`src/inc/ilas_cfg_pkg.sv`:
```
package ilas_cfg_pkg;

    // ==========================================================
    // register byte offsets
    localparam logic [7:0] OFS_PHASE_ADJ  = 8'h9C;
    localparam logic [7:0] OFS_LANE_ID_LO = 8'hA0;
    localparam logic [7:0] OFS_LANE_ID_HI = 8'hA4;
    localparam logic [7:0] OFS_CHKSUM_LO  = 8'hB0;
    localparam logic [7:0] OFS_LINK_CTRL  = 8'hB4;
    localparam logic [7:0] OFS_STATUS     = 8'hB8;

    // ==========================================================
    // phase adjust word fields
    localparam int POS_ADJ_REQ   = 31;
    localparam int POS_ADJ_DIR   = 30;
    localparam int POS_STEP_LO   = 16;
    localparam int STEP_W        = 4;
    localparam int POS_OCT_TWO   = 8;
    localparam int POS_OCT_ONE   = 0;
    localparam int OCTET_W       = 8;

    // lane id word: one lane per byte, five bits used
    localparam int LANE_ID_W     = 5;
    localparam int LANES_PER_WD  = 4;
    localparam int BYTE_W        = 8;

    // link control word fields
    localparam int POS_SUBCLASS  = 0;
    localparam int SUBCLASS_W    = 3;
    localparam logic [2:0] SUBCLASS_2 = 3'h2;

    // ==========================================================
    // reset values
    localparam logic [31:0] RST_PHASE_ADJ = 32'h0000_0000;
    localparam logic [31:0] RST_LANE_LO   = 32'h0302_0100;
    localparam logic [31:0] RST_LANE_HI   = 32'h0706_0504;
    localparam logic [31:0] RST_CHKSUM_LO = 32'h0000_0000;
    localparam logic [2:0]  RST_SUBCLASS  = 3'h1;

    // field masks of writable bits
    localparam logic [31:0] MSK_PHASE_ADJ = 32'hC00F_FFFF;
    localparam logic [31:0] MSK_LANE_ID   = 32'h1F1F_1F1F;

    // answer for unmapped reads
    localparam logic [31:0] UNMAPPED_DATA = 32'h0000_0000;

endpackage : ilas_cfg_pkg

```
`src/design/tx_ilas_config_regs.sv`:
```
// The Avalon-MM register port is this design's own decision.
`timescale 1ns/1ps
// Notes on behaviour
// - adjust request bit 31, self-clears after MF2
// - direction bit 30, 1 delays, self-clears
// - four step bits 19:16, self-clear after MF2
// - two reserved octets, writable, reset zero
// - lane ids 0-3, five bits per byte
// - lane ids 4-7, same byte placement
// - checksums lanes 0-3, one per byte
// - register contents sent in ilas data, adjust fields in subclass 2 only
module tx_ilas_config_regs
    import ilas_cfg_pkg::*;
#(
    parameter int          LANES       = 8,
    parameter logic [31:0] RST_LANE_LO_P = RST_LANE_LO,
    parameter logic [31:0] RST_LANE_HI_P = RST_LANE_HI,
    parameter logic [31:0] RST_CHK_LO_P  = RST_CHKSUM_LO
)
(
    // clocking
    input  wire logic                    clock,
    input  wire logic                    sys_rst,
    input  wire logic                    clk_en,
    // avalon-mm slave
    input  wire logic [7:0]              avs_address,
    input  wire logic                    avs_read,
    input  wire logic                    avs_write,
    input  wire logic [31:0]             avs_writedata,
    input  wire logic [3:0]              avs_byteenable,
    output logic [31:0]                  avs_readdata,
    output logic                         avs_waitrequest,
    // data link layer events
    input  wire logic                    ilas_start,
    input  wire logic                    mf_sent,
    // ilas content to data link layer
    output logic                         ilas_adj_request,
    output logic                         ilas_adj_delay,
    output logic [STEP_W-1:0]            ilas_adj_steps,
    output logic [OCTET_W-1:0]           ilas_reserved_octet_one,
    output logic [OCTET_W-1:0]           ilas_reserved_octet_two,
    output logic [LANES*LANE_ID_W-1:0]   lane_identifier,
    output logic [31:0]                  lane_config_checksum_low
);

    logic [31:0]           phase_adj_reg;
    logic [31:0]           lane_lo_reg;
    logic [31:0]           lane_hi_reg;
    logic [31:0]           chk_lo_reg;
    logic [SUBCLASS_W-1:0] subclass_reg;
    logic                  adj_done_reg;
    logic                  ack_reg;
    logic                  clear_pulse;
    logic                  wr_stb;
    logic                  rd_stb;
    logic [31:0]           be_mask;
    logic [31:0]           rd_next;
    logic [31:0]           lane_lo_shown;
    logic [31:0]           lane_hi_shown;
    logic                  sc2;

    // ==========================================================
    // bus handshake: one wait cycle, then ack
    assign wr_stb = avs_write && !ack_reg;
    assign rd_stb = avs_read && !ack_reg;

    always_ff @(posedge clock or posedge sys_rst) begin
        if (sys_rst) begin
            ack_reg <= 1'b0;
        end else if (clk_en) begin
            ack_reg <= (avs_read || avs_write) && !ack_reg;
        end
    end

    // waitrequest high until the ack cycle
    always_ff @(posedge clock or posedge sys_rst) begin
        if (sys_rst) begin
            avs_waitrequest <= 1'b1;
        end else if (clk_en) begin
            avs_waitrequest <= !((avs_read || avs_write) && !ack_reg);
        end
    end

    // byte enables widened to a bit mask
    always_comb begin
        for (int b = 0; b < 4; b++) begin
            be_mask[b*8 +: 8] = {8{avs_byteenable[b]}};
        end
    end

    // ==========================================================
    // adjust-done event from the multiframe counter
    ilas_adj_clear u_adj_clear (
        .clock       (clock),
        .sys_rst     (sys_rst),
        .clk_en      (clk_en),
        .ilas_start  (ilas_start),
        .mf_sent     (mf_sent),
        .clear_pulse (clear_pulse)
    );

    // ==========================================================
    // phase adjust and reserved octets
    always_ff @(posedge clock or posedge sys_rst) begin
        if (sys_rst) begin
            phase_adj_reg <= RST_PHASE_ADJ;
        end else if (clk_en) begin
            if (wr_stb && avs_address == OFS_PHASE_ADJ) begin
                phase_adj_reg <= (phase_adj_reg & ~(be_mask & MSK_PHASE_ADJ))
                               | (avs_writedata & be_mask & MSK_PHASE_ADJ);
            end else if (clear_pulse) begin
                phase_adj_reg[POS_ADJ_REQ] <= 1'b0;
                phase_adj_reg[POS_ADJ_DIR] <= 1'b0;
                phase_adj_reg[POS_STEP_LO +: STEP_W] <= '0;
            end
        end
    end

    // done flag: the self-clear event wins over a phase adjust write in the same cycle; in phase_adj_reg the write wins
    always_ff @(posedge clock or posedge sys_rst) begin
        if (sys_rst) begin
            adj_done_reg <= 1'b0;
        end else if (clk_en) begin
            if (clear_pulse) begin
                adj_done_reg <= 1'b1;
            end else if (wr_stb && avs_address == OFS_PHASE_ADJ) begin
                adj_done_reg <= 1'b0;
            end
        end
    end

    // ==========================================================
    // lane identifiers and checksums
    always_ff @(posedge clock or posedge sys_rst) begin
        if (sys_rst) begin
            lane_lo_reg <= RST_LANE_LO_P & MSK_LANE_ID;
        end else if (clk_en && wr_stb && avs_address == OFS_LANE_ID_LO) begin
            lane_lo_reg <= (lane_lo_reg & ~(be_mask & MSK_LANE_ID))
                         | (avs_writedata & be_mask & MSK_LANE_ID);
        end
    end

    always_ff @(posedge clock or posedge sys_rst) begin
        if (sys_rst) begin
            lane_hi_reg <= RST_LANE_HI_P & MSK_LANE_ID;
        end else if (clk_en && wr_stb && avs_address == OFS_LANE_ID_HI) begin
            lane_hi_reg <= (lane_hi_reg & ~(be_mask & MSK_LANE_ID))
                         | (avs_writedata & be_mask & MSK_LANE_ID);
        end
    end

    always_ff @(posedge clock or posedge sys_rst) begin
        if (sys_rst) begin
            chk_lo_reg <= RST_CHK_LO_P;
        end else if (clk_en && wr_stb && avs_address == OFS_CHKSUM_LO) begin
            chk_lo_reg <= (chk_lo_reg & ~be_mask) | (avs_writedata & be_mask);
        end
    end

    // link subclass setting
    always_ff @(posedge clock or posedge sys_rst) begin
        if (sys_rst) begin
            subclass_reg <= RST_SUBCLASS;
        end else if (clk_en && wr_stb && avs_address == OFS_LINK_CTRL
                     && avs_byteenable[0]) begin
            subclass_reg <= avs_writedata[POS_SUBCLASS +: SUBCLASS_W];
        end
    end

    // ==========================================================
    // read mux
    assign lane_lo_shown = lane_lo_reg & MSK_LANE_ID;
    assign lane_hi_shown = lane_hi_reg & MSK_LANE_ID;

    always_comb begin
        rd_next = UNMAPPED_DATA;
        unique case (avs_address)
            OFS_PHASE_ADJ:  rd_next = phase_adj_reg & MSK_PHASE_ADJ;
            OFS_LANE_ID_LO: rd_next = lane_lo_shown;
            OFS_LANE_ID_HI: rd_next = lane_hi_shown;
            OFS_CHKSUM_LO:  rd_next = chk_lo_reg;
            OFS_LINK_CTRL:  rd_next = {29'h0, subclass_reg};
            OFS_STATUS:     rd_next = {31'h0, adj_done_reg};
            default:        rd_next = UNMAPPED_DATA;
        endcase
    end

    always_ff @(posedge clock or posedge sys_rst) begin
        if (sys_rst) begin
            avs_readdata <= 32'h0000_0000;
        end else if (clk_en && rd_stb) begin
            avs_readdata <= rd_next;
        end
    end

    // ==========================================================
    // ilas content outputs
    assign sc2 = (subclass_reg == SUBCLASS_2);

    always_ff @(posedge clock or posedge sys_rst) begin
        if (sys_rst) begin
            ilas_adj_request <= 1'b0;
            ilas_adj_delay   <= 1'b0;
            ilas_adj_steps   <= '0;
        end else if (clk_en) begin
            ilas_adj_request <= sc2 && phase_adj_reg[POS_ADJ_REQ];
            ilas_adj_delay   <= sc2 && phase_adj_reg[POS_ADJ_DIR];
            ilas_adj_steps   <= sc2 ? phase_adj_reg[POS_STEP_LO +: STEP_W]
                                    : '0;
        end
    end

    always_ff @(posedge clock or posedge sys_rst) begin
        if (sys_rst) begin
            ilas_reserved_octet_one  <= '0;
            ilas_reserved_octet_two  <= '0;
            lane_config_checksum_low <= '0;
        end else if (clk_en) begin
            ilas_reserved_octet_one  <= phase_adj_reg[POS_OCT_ONE +: OCTET_W];
            ilas_reserved_octet_two  <= phase_adj_reg[POS_OCT_TWO +: OCTET_W];
            lane_config_checksum_low <= chk_lo_reg;
        end
    end

    // per-lane identifier unpack
    for (genvar g = 0; g < LANES; g++) begin : g_lane
        always_ff @(posedge clock or posedge sys_rst) begin
            if (sys_rst) begin
                lane_identifier[g*LANE_ID_W +: LANE_ID_W] <= '0;
            end else if (clk_en) begin
                lane_identifier[g*LANE_ID_W +: LANE_ID_W] <=
                    (g < LANES_PER_WD)
                    ? lane_lo_shown[(g % LANES_PER_WD)*BYTE_W +: LANE_ID_W]
                    : lane_hi_shown[(g % LANES_PER_WD)*BYTE_W +: LANE_ID_W];
            end
        end
    end

endmodule : tx_ilas_config_regs

```
`src/design/ilas_adj_clear.sv`:
```
`timescale 1ns/1ps
// counts ilas multiframes sent, pulses once after the second
module ilas_adj_clear
    import ilas_cfg_pkg::*;
(
    // clocking
    input  wire logic clock,
    input  wire logic sys_rst,
    input  wire logic clk_en,
    // link layer events
    input  wire logic ilas_start,
    input  wire logic mf_sent,
    // result
    output logic      clear_pulse
);

    logic [1:0] mf_cnt_reg;

    // ==========================================================
    // multiframe counter, restarted with each ilas
    always_ff @(posedge clock or posedge sys_rst) begin
        if (sys_rst) begin
            mf_cnt_reg <= 2'h0;
        end else if (clk_en) begin
            if (ilas_start) begin
                mf_cnt_reg <= 2'h0;
            end else if (mf_sent && mf_cnt_reg != 2'h2) begin
                mf_cnt_reg <= mf_cnt_reg + 2'h1;
            end
        end
    end

    // one pulse as the second multiframe completes
    always_ff @(posedge clock or posedge sys_rst) begin
        if (sys_rst) begin
            clear_pulse <= 1'b0;
        end else if (clk_en) begin
            clear_pulse <= !ilas_start && mf_sent && mf_cnt_reg == 2'h1;
        end
    end

endmodule : ilas_adj_clear

```
`config.mk`:
```
export PLATFORM = sky130hd
export DESIGN_NAME = tx_ilas_config_regs
export DESIGN_NICKNAME = d
export VERILOG_FILES = /design/src/inc/ilas_cfg_pkg.sv /design/src/design/tx_ilas_config_regs.sv /design/src/design/ilas_adj_clear.sv
export SDC_FILE = /design/constraint.sdc
export NUM_CORES = 1
export LEC_CHECK = 0
export BUFFER_PORTS_ARGS = -buffer_cell sky130_fd_sc_hd__buf_4
export CAP_MARGIN = 25
export CORE_MARGIN = 2
export CORE_UTILIZATION = 40
export DETAILED_ROUTE_END_ITERATION = 10
export PLACE_DENSITY = 0.57
export SLEW_MARGIN = 10
export SYNTH_ARGS = -nofsm -noshare
export SYNTH_HDL_FRONTEND = slang
export SYNTH_HIERARCHICAL = 1
export SYNTH_SLANG_ARGS = --single-unit
```
`constraint.sdc`:
```
create_clock -name clock -period 19.75 [get_ports clock]
set_clock_uncertainty 0.1 [all_clocks]
set_input_delay 3.95 -clock clock [delete_from_list [all_inputs] [get_ports clock]]
set_output_delay 3.95 -clock clock [all_outputs]
set_load 0.005 [all_outputs]
```
## After elaboration in Yosys (flattened, before gate mapping)

Cells that the tools add are included.

- Output and inout port bits: 127
- Register bits after elaboration: 263
- Input bits: 51

- Reduce and logical (&&, ||, !) cells: 25
- Eq/ne operators: 9
- Add/subtract/negate cells: 1
- Muxes and demuxes: 10
- Bitwise operators: 12

Operators by type and width:

| operator | count |
|---|---|
| $pmux 32 s6 | 1 |
| $and 32x32->32 | 5 |
| $not 32->32 | 2 |
| $or 32x29->32 | 2 |
| $or 32x32->32 | 2 |
| $eq 8x8->1 const B | 6 |
| $not 29->32 | 1 |
| $logic_and 1x1->1 | 16 |
| $mux 4 | 3 |
| $mux 2 | 4 |
| $reduce_and 2->1 | 3 |
| $reduce_bool 2->1 | 2 |
| $eq 3x2->1 const B | 1 |
| $logic_not 1->1 | 3 |
| $add 2x1->2 const B | 1 |
| $eq 2x1->1 const B | 1 |
| $mux 1 | 2 |
| $ne 2x2->1 const B | 1 |
| $logic_or 1x1->1 | 1 |

## Logic depth before layout (Yosys ltp)

Gate-level depths: netlist (run 1).

- Word-level depth: 5
- Gate-level depth with buffers: 7

## By module

Netlist (run 1), hierarchy kept.

By module, submodules not included:

| module | cells an instance | area each (µm²) | instances |
|---|---|---|---|
| tx_ilas_config_regs | 631 | 9,211.3 | 1 |
| ilas_adj_clear | 18 | 197.7 | 1 |

## Worst setup path after synthesis (run 1)

OpenSTA, ideal clock, no wires.

- Path type: input port to flip-flop
- From: input port avs_address[1]
- To: register (tool-made name)
- Stages: 6
- Setup time: 0.125 ns
- Setup slack: 14.004 ns
- Required time: 19.525 ns
- Data arrival time: 5.522 ns
- Path through: or4b_4 > buf_6 > nor3_4 > and3_1 > buf_4 > mux2_2

RTL lines:

| what | RTL line | source |
|---|---|---|
| start, declared | tx_ilas_config_regs.sv:26 | `input wire logic [7:0] avs_address,` |

## Worst setup path in the final report (run 1)

- From: input port clk_en
- To: register avs_readdata[17]

- Longest elaborated chain between the ends: 1

Ends and longest elaborated chain:

| what | RTL line | source |
|---|---|---|
| start, declared | tx_ilas_config_regs.sv:24 | `input wire logic clk_en,` |
| $logic_and 1x1->1 | tx_ilas_config_regs.sv:191 | `end else if (clk_en && rd_stb) begin` |
| end signal, assigned | tx_ilas_config_regs.sv:192 | `avs_readdata <= rd_next;` |
| end, declared | tx_ilas_config_regs.sv:31 | `output logic [31:0] avs_readdata,` |

Every way passes these cells.
A chain may end at the register's enable or synchronous reset.

==> results.sh, run 1 <==
export IMPL_status="complete, no violations"
export IMPL_final_max_slew_viol_count=0
export IMPL_hold_ws_ns=0.377
export IMPL_numPortBuffers=177
export IMPL_hold_viol=0
export IMPL_grt_max_degree=138
export IMPL_yosysMostFrequentCell="dfrtp_1"
export IMPL_syn_to_final_growth_pct=27.8
export IMPL_fin_tns_setup_ns=0
export IMPL_crit_path_end_kind="flop"
export IMPL_firstDrtPassIters=4
export IMPL_finalSetupViolCount=0
export IMPL_place_detailed_hpwl_um=15900
export IMPL_synthDistinctLibCells=50
export IMPL_antenna_found_initial=0
export IMPL_crit_slowest_cell="a311oi_2"
export IMPL_yosysTopAreaCellShare_pct=57.2
export IMPL_postSynth_asyncResetShare_pct=100
export IMPL_grt_pass1_vias=6525
export IMPL_track_usage_pct=19.0
export IMPL_syn_nets=702
export IMPL_p_per_area_nw_per_um2=85.7
export IMPL_clk_pin_slew_ns=0.06
export IMPL_cts_sinks=229
export IMPL_clockBufferDepth=3
export IMPL_dp_cells=1120
export IMPL_worst_slack_ns=13.83
export IMPL_multiInputGateArea_um2=3470
export IMPL_path_cells="buf_4, nand3_2, a311oi_2, a22o_1"
export IMPL_vdd_ir_drop_max_mv=0.0470
export IMPL_cpPeakStageDelay_ns=1.01
export IMPL_pin_count=178
export IMPL_grt_ovfl_total=0
export IMPL_syn_inst=649
export IMPL_synth_top_area_cell="dfrtp_1"
export IMPL_hold_path_class="flop to flop"
export IMPL_synthTopCellsByCount="215 x dfrtp_1, 178 x mux2_2, 34 x nand2_1"
export IMPL_cts_root_buffer="clkbuf_16"
export IMPL_via_per_inst=5.15
export IMPL_synth_edff_count=0
export IMPL_rows=56
export IMPL_layout_cells_non_filler=1167
export IMPL_first_iter_violations=270
export IMPL_tightest_slew_ns=1.02
export IMPL_antenna_cells=0
export IMPL_crit_fanout=46
export IMPL_grt_pass1_wl_um=36500
export IMPL_routedWlPerCell_um=19.8
export IMPL_initial_core_util_pct=40.4
export IMPL_insertion_delay_ns=0.51
export IMPL_rsz0062_at_grt="false"
export IMPL_synth_area_leaders="dfrtp_1 57%, mux2_2 21%, dfstp_2 3.9%"
export IMPL_coreArea_um2=23300
export IMPL_seqCellArea_um2=5750
export IMPL_pre_cts_slack_ns=12.75
export IMPL_vias=6008
export IMPL_cap_viol_max_count=0
export IMPL_cts_resized=0
export IMPL_netlist_area_um2=9410
export IMPL_syn_area_per_cell_um2=14.5
export IMPL_ant_nets=0
export IMPL_dieArea_um2=24800
export IMPL_drc=0
export IMPL_fp_dieW_um=157
export IMPL_nNetsFinal=883
export IMPL_fmax_ghz=0.169
export IMPL_cts_htree_levels=1
export IMPL_critPathLaunchType="input pin"
export IMPL_ys_flop_type="dfrtp_1"
export IMPL_worstSetupPathType="input pin to flop"
export IMPL_nFillCells=2041
export IMPL_cts_setup_buffers=0
export IMPL_routed_wl_um=23100
export IMPL_relSlewSlack_pct=32.2
export IMPL_drive_above_1_share_pct=52.7
export IMPL_period_share_pct=30.0
export IMPL_synth_seq_cells=229
export IMPL_p_leak_nw=6.08
export IMPL_cts_hold_buf=0
export IMPL_die_h_um=157
export IMPL_place_gp_congestion=0.818
export IMPL_numCtsBuffers=25
export IMPL_required_ns=20.10
export IMPL_cts_tree="yes"
export IMPL_ys_seq_area_share_pct=61.1
export IMPL_crit_arrival_ns=6.27
export IMPL_min_period_ns=5.92
export IMPL_power_total_mw=1.03
export IMPL_yosysWarnings=6
==> per-layer routing <==
layer	routed length [um]	up-vias	global-route usage [%]
li1	-	2735	-
met1	9960	3072	25.3
met2	11200	166	31.7
met3	1500	35	4.19
met4	432	0	4.85
met5	0	-	0
==> cell families after synthesis <==
| group | after synthesis | synth area share [%] |
|---|---|---|
| adder cells (fa/ha/maj) | 2 | 0.266 |
| multiplexers | 199 | 24.0 |
| AO/OA/AOI/OAI | 97 | 7.46 |
| flip-flops | 229 | 61.1 |
| buffers and inverters | 46 | 2.29 |
| AND/OR/NAND/NOR | 76 | 4.91 |
==> final timing paths <==
path | start | end | slack [ns] | cells after the start
hold / removal | avs_readdata[23]$_DFFE_PP0P_ | avs_readdata[23]$_DFFE_PP0P_ | 0.38 | 2
max in group asynchronous | sys_rst | async pin | 14.65 | 5
setup reg to reg | ack_reg$_DFFE_PP0P_ | avs_readdata[17]$_DFFE_PP0P_ | 17.41 | 4
hold reg to reg | avs_readdata[23]$_DFFE_PP0P_ | avs_readdata[23]$_DFFE_PP0P_ | 0.38 | 2
min in group asynchronous | sys_rst | u_adj_clear/mf_cnt_reg[1]$_DFFE_PP0P_ | 3.24 | 2
setup / recovery | clk_en | avs_readdata[17]$_DFFE_PP0P_ | 13.83 | 4
==> placed cells by master, fill, tap and decap left out, drive strengths merged, types with 2 or more instances in the layout <==
cell type | netlist | final
a21oi | 8 | 8
a22o | 22 | 22
a22oi | 10 | 10
a32o | 6 | 6
and3 | 2 | 2
buf | 10 | 187
bufinv | 0 | 4
clkbuf | 23 | 33
clkinv | 0 | 8
dfrtp | 215 | 215
dfstp | 14 | 14
ha | 2 | 2
inv | 13 | 13
mux2 | 179 | 179
mux2i | 17 | 17
mux4 | 3 | 3
nand2 | 36 | 36
nand2b | 3 | 3
nand3 | 7 | 7
nand3b | 8 | 8
nor2 | 8 | 8
nor2b | 2 | 2
nor3 | 2 | 2
o21ai | 32 | 32
o2bb2ai | 12 | 12
or3 | 2 | 2
==> area by class of cell <==
cell class                 count  area share, %
clock buffer                  33           5.95
clock inverter                12           1.36
inverter                      13          0.468
multi-input combinational    374           28.8
sequential                   229           47.8
tap                          319           3.32
timing repair buffer         187           12.2
==> stage by stage <==
| stage | utilization [%] | area, um^2 |
|---|---|---|
| 6_report | 51.7 | 12000 |
| 5_1_grt | 51.7 | 12000 |
| 4_1_cts | 51.4 | 12000 |
| 3_5_place_dp | 47.7 | 11100 |
| 3_3_place_gp | 47.5 | 11000 |
| 2_1_floorplan | - | 9410 |
==> worst max-delay path, delay by kind of cell <==
kind,cells,cell delay [ns]
and+or+nand+nor,1,0.60
buffers and inverters,1,0.46
AOI/OAI and AO/OA,2,1.26
==> power by group <==
| group | internal, mW | switching [mW] | leakage [nW] | total [mW] |
|---|---|---|---|---|
| registers | 0.477 | 0.00535 | 3.14 | 0.482 |
| clock network | 0.306 | 0.184 | 0.442 | 0.490 |
| logic | 0.0245 | 0.0339 | 2.51 | 0.0584 |
(Power assumes the default switching activity.)
==> inputs of run 2 (changes only) <==
- ABC_AREA: default -> 1
- clock period: 19.75 -> 6.1 ns (I/O delays scaled with it)
==> run 2 against run 1 <==
Effect of this change:
- via count grew 29%
- sequential cell count is the same
- worst setup slack lost 11 ns
- sequential share of layout area shrank 0.76 points
- clock power grew to 3.4 times the previous value
- total power grew to 3.4 times the previous value
- combinational power grew to 3.7 times the previous value
- critical path type unchanged
- critical endpoint is now avs_readdata[0]$_DFFE_PP0P_
- largest cell class unchanged
==> results.sh, run 2 <==
export IMPL_status="complete, no violations"
export IMPL_combPwrFrac_pct=6.3
export IMPL_yosysWarnings=6
export IMPL_synthMuxAreaShare_pct=0
export IMPL_cts_sinks=229
export IMPL_seqPwrFrac_pct=46.0
export IMPL_synth_edff_count=0
export IMPL_p_per_area_nw_per_um2=284
export IMPL_fin_area_um2=12200
export IMPL_cts_hold_buf=0
export IMPL_post_synth_and_or_nand_nor_area_fraction_pct=25.7
export IMPL_synth_top_family_by_area="simple AND/OR/NAND/NOR gates"
export IMPL_routedWlPerCell_um=16.8
export IMPL_dieArea_um2=25500
export IMPL_grt_pass1_vias=7839
export IMPL_p_int_mw=2.66
export IMPL_hold_viol=0
export IMPL_clk_pin_slew_ns=0.06
export IMPL_ys_flop_type="dfrtp_1"
export IMPL_die_h_um=160
export IMPL_initial_core_util_pct=41.1
export IMPL_cts_root_buffer="clkbuf_16"
export IMPL_track_usage_pct=21.3
export IMPL_drive_above_1_share_pct=24.0
export IMPL_crit_path_end_kind="flop"
export IMPL_fin_tns_setup_ns=0
export IMPL_rows=56
export IMPL_syn_inst=1092
export IMPL_clockBufferDepth=3
export IMPL_postSynth_asyncResetShare_pct=100
export IMPL_clock_power_share_pct=47.8
export IMPL_finalSetupViolCount=0
export IMPL_cts_resized=0
export IMPL_antenna_cells=0
export IMPL_yosysTopAreaCellShare_pct=55.5
export IMPL_firstDrtPassIters=4
export IMPL_p_leak_nw=6.54
export IMPL_most_common_layout_cells="465 x nand2_1, 215 x dfrtp_1, 184 x buf_4"
export IMPL_p_sw_share_pct=23.1
export IMPL_cap_viol_max_count=0
export IMPL_place_detailed_hpwl_um=17700
export IMPL_worstRegToRegCells=7
export IMPL_tightest_slew_ns=0.991
export IMPL_cpMostUsedCell="buf_4"
export IMPL_routed_wl_um=26900
export IMPL_min_period_ns=3.01
export IMPL_hold_path_class="flop to flop"
export IMPL_vdd_ir_drop_max_mv=0.194
export IMPL_startpoint="clk_en"
export IMPL_syn_nets=1145
export IMPL_cp_top_family="buffers and inverters"
export IMPL_ant_nets=0
export IMPL_synth_area_leaders="dfrtp_1 55%, nand2_1 18%, dfstp_2 3.8%"
export IMPL_nNetsFinal=1315
export IMPL_via_per_inst=4.86
export IMPL_vias=7774
export IMPL_layout_commonest_cell="nand2_1"
export IMPL_numPortBuffers=177
export IMPL_path_cells="buf_4, nand3_2, buf_4, inv_1, buf_4, nand2_1, nor2_1, a21boi_0"
export IMPL_synth_seq_cells=229
export IMPL_critPathLaunchType="input pin"
export IMPL_cts_setup_buffers=0
export IMPL_cpPeakStageDelay_ns=0.53
export IMPL_cts_tree="yes"
export IMPL_synth_fa_ha_area_share_pct=0.258
export IMPL_min_path_cells=2
export IMPL_power_switching_uw=799
export IMPL_numCtsBuffers=26
export IMPL_syn_to_final_growth_pct=26.0
export IMPL_period_share_pct=49.4
export IMPL_crit_arrival_ns=3.32
export IMPL_yosysMostFrequentCell="nand2_1"
export IMPL_layout_cells_non_filler=1601
export IMPL_r2r_start="ack_reg$_DFFE_PP0P_"
export IMPL_insertion_delay_ns=0.53
export IMPL_pin_count=178
export IMPL_coreArea_um2=23600
export IMPL_grt_max_degree=151
export IMPL_synth_top_area_cell="dfrtp_1"
export IMPL_crit_slowest_cell="buf_4"
export IMPL_ys_seq_area_share_pct=59.3
export IMPL_fp_dieW_um=160
export IMPL_grt_ovfl_total=0
export IMPL_synthDistinctLibCells=33
export IMPL_drc=0
export IMPL_synth_compound_area_share_pct=9.51
export IMPL_antenna_found_initial=0
export IMPL_syn_area_per_cell_um2=8.88
export IMPL_worstSetupPathType="input pin to flop"
export IMPL_grt_pass1_wl_um=43900
export IMPL_r2r_end="avs_readdata[0]$_DFFE_PP0P_"
export IMPL_placed_cell_area_um2=11300
export IMPL_required_ns=6.40
export IMPL_dp_cells=1552
export IMPL_cts_htree_levels=1
export IMPL_place_gp_congestion=0.769
export IMPL_crit_fanout=56
export IMPL_crit_buf_inv=4
export IMPL_synthTopCellsByCount="465 x nand2_1, 215 x dfrtp_1, 73 x inv_1"
export IMPL_rsz0062_at_grt="false"
export IMPL_final_max_slew_viol_count=0
export IMPL_fmax_ghz=0.332
export IMPL_first_iter_violations=576
export IMPL_relSlewSlack_pct=33.8
export IMPL_netlist_area_um2=9700
export IMPL_r2r_setup_slack_ns=3.85
export IMPL_synth_xor_area_share_pct=0
-- run 2: how the worst max path moves through the flow --
stage,endpoint,slack [ns],cells after the start
after floorplan,async pin,1.84,1
after global placement,avs_readdata[0]$_DFFE_PP0P_,2.56,8
after detailed placement,avs_readdata[0]$_DFFE_PP0P_,2.49,7
after CTS,avs_readdata[0]$_DFFE_PP0P_,3.07,8
after global routing,avs_readdata[0]$_DFFE_PP0P_,2.89,8
final,avs_readdata[0]$_DFFE_PP0P_,3.09,8
-- run 2: final cells by class --
type / count / area [um^2]
fillers: 2272 / 11400
inverters: 74 / 288
multi-input cells: 745 / 3440
clock buffers: 40 / 764
flip-flops and latches: 229 / 5750
clock inverters: 8 / 144
repair buffers: 186 / 1430
well taps: 319 / 399
-- run 2: logic make-up after synthesis --
| group | count (synthesis) |
|---|---|
| buffers and inverters | 118 |
| adder cells (fa/ha/maj) | 2 |
| AND/OR/NAND/NOR | 587 |
| flip-flops | 229 |
| AO/OA/AOI/OAI | 156 |
-- run 2: worst register-to-register path: stages (launching register included) --
cell and delay, ns:
dfrtp_1 0.32, inv_1 0.09, nand3_2 0.07, buf_4 0.40, inv_1 0.39, buf_4 0.34
or2_2 0.30, a21boi_0 0.12
-- run 2: metrics by stage --
step | hold slack (ns) | power [mW] | setup WS (ns) | utilization, %
2_1_floorplan | 0.342 | 1.74 | 1.84 | -
3_3_place_gp | 0.355 | 1.83 | 2.56 | 47.8
3_5_place_dp | 0.360 | 1.84 | 2.49 | 47.8
4_1_cts | 0.374 | 3.50 | 3.07 | 51.6
5_1_grt | 0.390 | 3.59 | 2.89 | 51.7
6_report | 0.369 | 3.46 | 3.09 | 51.7
-- run 2: metal layers --
metal / global-route usage (%) / vias up / part of all wire (%)
met3: 3.61 / 37 / 5.6
met4: 4.30 / 0 / 1.6
met5: 0 / - / 0
met2: 33.7 / 200 / 46
li1: - / 3808 / -
met1: 31.0 / 3729 / 47
-- run 2: power groups by stage --
stage | registers, mW | clock network [mW] | logic (mW)
4_1_cts | 1.59 | 1.69 | 0.221
3_3_place_gp | 1.62 | 0 | 0.217
2_1_floorplan | 1.61 | 0 | 0.129
6_report | 1.59 | 1.65 | 0.218
5_1_grt | 1.60 | 1.75 | 0.248
3_5_place_dp | 1.62 | 0 | 0.220
==> inputs of run 3 (changes only) <==
- clock period: 6.1 -> 3.2 ns (I/O delays scaled with it)
==> run 3 against run 2 <==
Effect of this change:
- cell count up 0.44%
- register-to-register slack worse by 2.3 ns
- critical endpoint is now avs_readdata[26]$_DFFE_PP0P_
- highest routed layer unchanged
- utilization rose by 0.22 points
- final area increased by 0.43%
- worst setup slack got worse by 1.9 ns
==> results.sh, run 3 (synthesis gave the netlist of run 2 again) <==
export IMPL_status="complete, no violations"
export IMPL_worstSetupPathType="input pin to flop"
export IMPL_critPathLaunchType="input pin"
export IMPL_drive_above_1_share_pct=24.6
export IMPL_tightest_slew_ns=0.962
export IMPL_cts_root_buffer="clkbuf_16"
export IMPL_drc=0
export IMPL_cts_tree="yes"
export IMPL_layout_commonest_cell="nand2_1"
export IMPL_grt_max_degree=175
export IMPL_firstDrtPassIters=4
export IMPL_clk_pin_slew_ns=0.06
export IMPL_place_gp_congestion=0.793
export IMPL_p_leak_nw=6.58
export IMPL_p_sw_share_pct=23.0
export IMPL_cts_sinks=229
export IMPL_ant_nets=0
export IMPL_fin_area_um2=12300
export IMPL_clockBufferDepth=3
export IMPL_seqCellArea_um2=5750
export IMPL_hold_ws_ns=0.255
export IMPL_nFillCells=2259
export IMPL_rsz0062_at_grt="false"
export IMPL_hold_path_class="input pin to flop"
export IMPL_relSlewSlack_pct=35.9
export IMPL_worst_slack_ns=1.24
export IMPL_cts_htree_levels=1
export IMPL_pin_count=178
export IMPL_nNetsFinal=1322
export IMPL_seqPwrFrac_pct=46.1
export IMPL_p_per_area_nw_per_um2=536
export IMPL_numCtsBuffers=26
export IMPL_syn_to_final_growth_pct=26.5
export IMPL_final_max_slew_viol_count=0
export IMPL_fmax_ghz=0.509
export IMPL_coreArea_um2=23600
export IMPL_rows=56
export IMPL_power_total_mw=6.57
export IMPL_fp_dieW_um=160
export IMPL_finalSetupViolCount=0
export IMPL_p_int_mw=5.06
export IMPL_antenna_cells=0
export IMPL_startpoint="avs_address[6]"
export IMPL_numPortBuffers=177
export IMPL_crit_path_end_kind="flop"
export IMPL_grt_pass1_wl_um=42400
export IMPL_routed_wl_um=26400
export IMPL_dieArea_um2=25500
export IMPL_power_switching_mw=1.51
export IMPL_hold_viol=0
export IMPL_period_share_pct=61.4
export IMPL_worstRegToRegCells=6
export IMPL_cap_viol_max_count=0
export IMPL_cp_endpoint="avs_readdata[26]$_DFFE_PP0P_"
export IMPL_r2r_setup_slack_ns=1.53
export IMPL_most_common_layout_cells="465 x nand2_1, 215 x dfrtp_1, 190 x buf_4"
export IMPL_r2r_start="ack_reg$_DFFE_PP0P_"
export IMPL_placed_cell_area_um2=11300
export IMPL_required_ns=3.56
export IMPL_antenna_found_initial=0
export IMPL_vias=7706
export IMPL_insertion_delay_ns=0.52
export IMPL_fin_tns_setup_ns=0
export IMPL_routedWlPerCell_um=16.4
export IMPL_cts_resized=0
export IMPL_multiInputGateArea_um2=3440
export IMPL_layout_cells_non_filler=1608
export IMPL_crit_arrival_ns=2.33
export IMPL_dp_cells=1559
export IMPL_combPwrFrac_pct=6.4
export IMPL_via_per_inst=4.79
export IMPL_die_h_um=160
export IMPL_grt_pass1_vias=7547
export IMPL_grt_ovfl_total=0
export IMPL_min_period_ns=1.96
export IMPL_first_iter_violations=490
export IMPL_utilization_pct=52.0
export IMPL_crit_fanout=19
export IMPL_track_usage_pct=20.7
export IMPL_clock_power_share_pct=47.5
export IMPL_pre_cts_slack_ns=0.677
export IMPL_r2r_end="phase_adj_reg[16]$_DFFE_PP0P_"
export IMPL_vdd_ir_drop_max_mv=0.345
export IMPL_initial_core_util_pct=41.1
export IMPL_place_detailed_hpwl_um=17800
-- run 3: worst min-delay path by stage --
stage                                                 start                                 endpoint  slack (ns)  cells after the start
floorplan                                           sys_rst      u_adj_clear/clear_pulse$_DFFE_PP0P_        0.29                      1
global placement                                       flop                                     flop        0.35                      2
detailed placement  lane_config_checksum_low[9]$_DFFE_PP0P_  lane_config_checksum_low[9]$_DFFE_PP0P_        0.36                      2
CTS                                       avs_writedata[21]                                     flop        0.24                      3
global route                              avs_writedata[23]                                     flop        0.25                      3
finish                                    avs_writedata[21]                                     flop        0.26                      3
-- run 3: critical path: stages --
cell and delay (ns):
buf_4 0.10, inv_1 0.06, nand2_2 0.13, nor2_8 0.34
nand2_4 0.18, inv_1 0.51, nand2_1 0.11, nand3_1 0.11
nand2_1 0.06, nand2_1 0.06
-- run 3: metal layers --
| layer | global-route usage [%] | wire, um | up-vias |
|---|---|---|---|
| met3 | 3.84 | 1440 | 27 |
| met2 | 33.2 | 12200 | 184 |
| li1 | - | - | 3824 |
| met4 | 3.51 | 284 | 0 |
| met5 | 0 | 0 | - |
| met1 | 29.9 | 12400 | 3671 |
-- run 3: power by group through the flow --
stage	Combinational, mW	Sequential, mW	Clock [mW]
floorplan	0.246	3.07	0
CTS	0.431	3.03	3.19
detailed placement	0.429	3.08	0
global placement	0.425	3.08	0
global route	0.479	3.04	3.31
finish	0.422	3.03	3.12
-- run 3: repair_timing --
item,in CTS,in global routing
hold buffers,1,0
hold endpoints to repair,3,0
setup buffers,0,0
-- run 3: layout make-up --
type	instances	share of cell area, %
sequential	229	46.9
multi-input combinational	745	28.1
timing repair buffer	193	12.0
clock buffer	40	6.48
tap	319	3.25
inverter	74	2.35
clock inverter	8	0.969
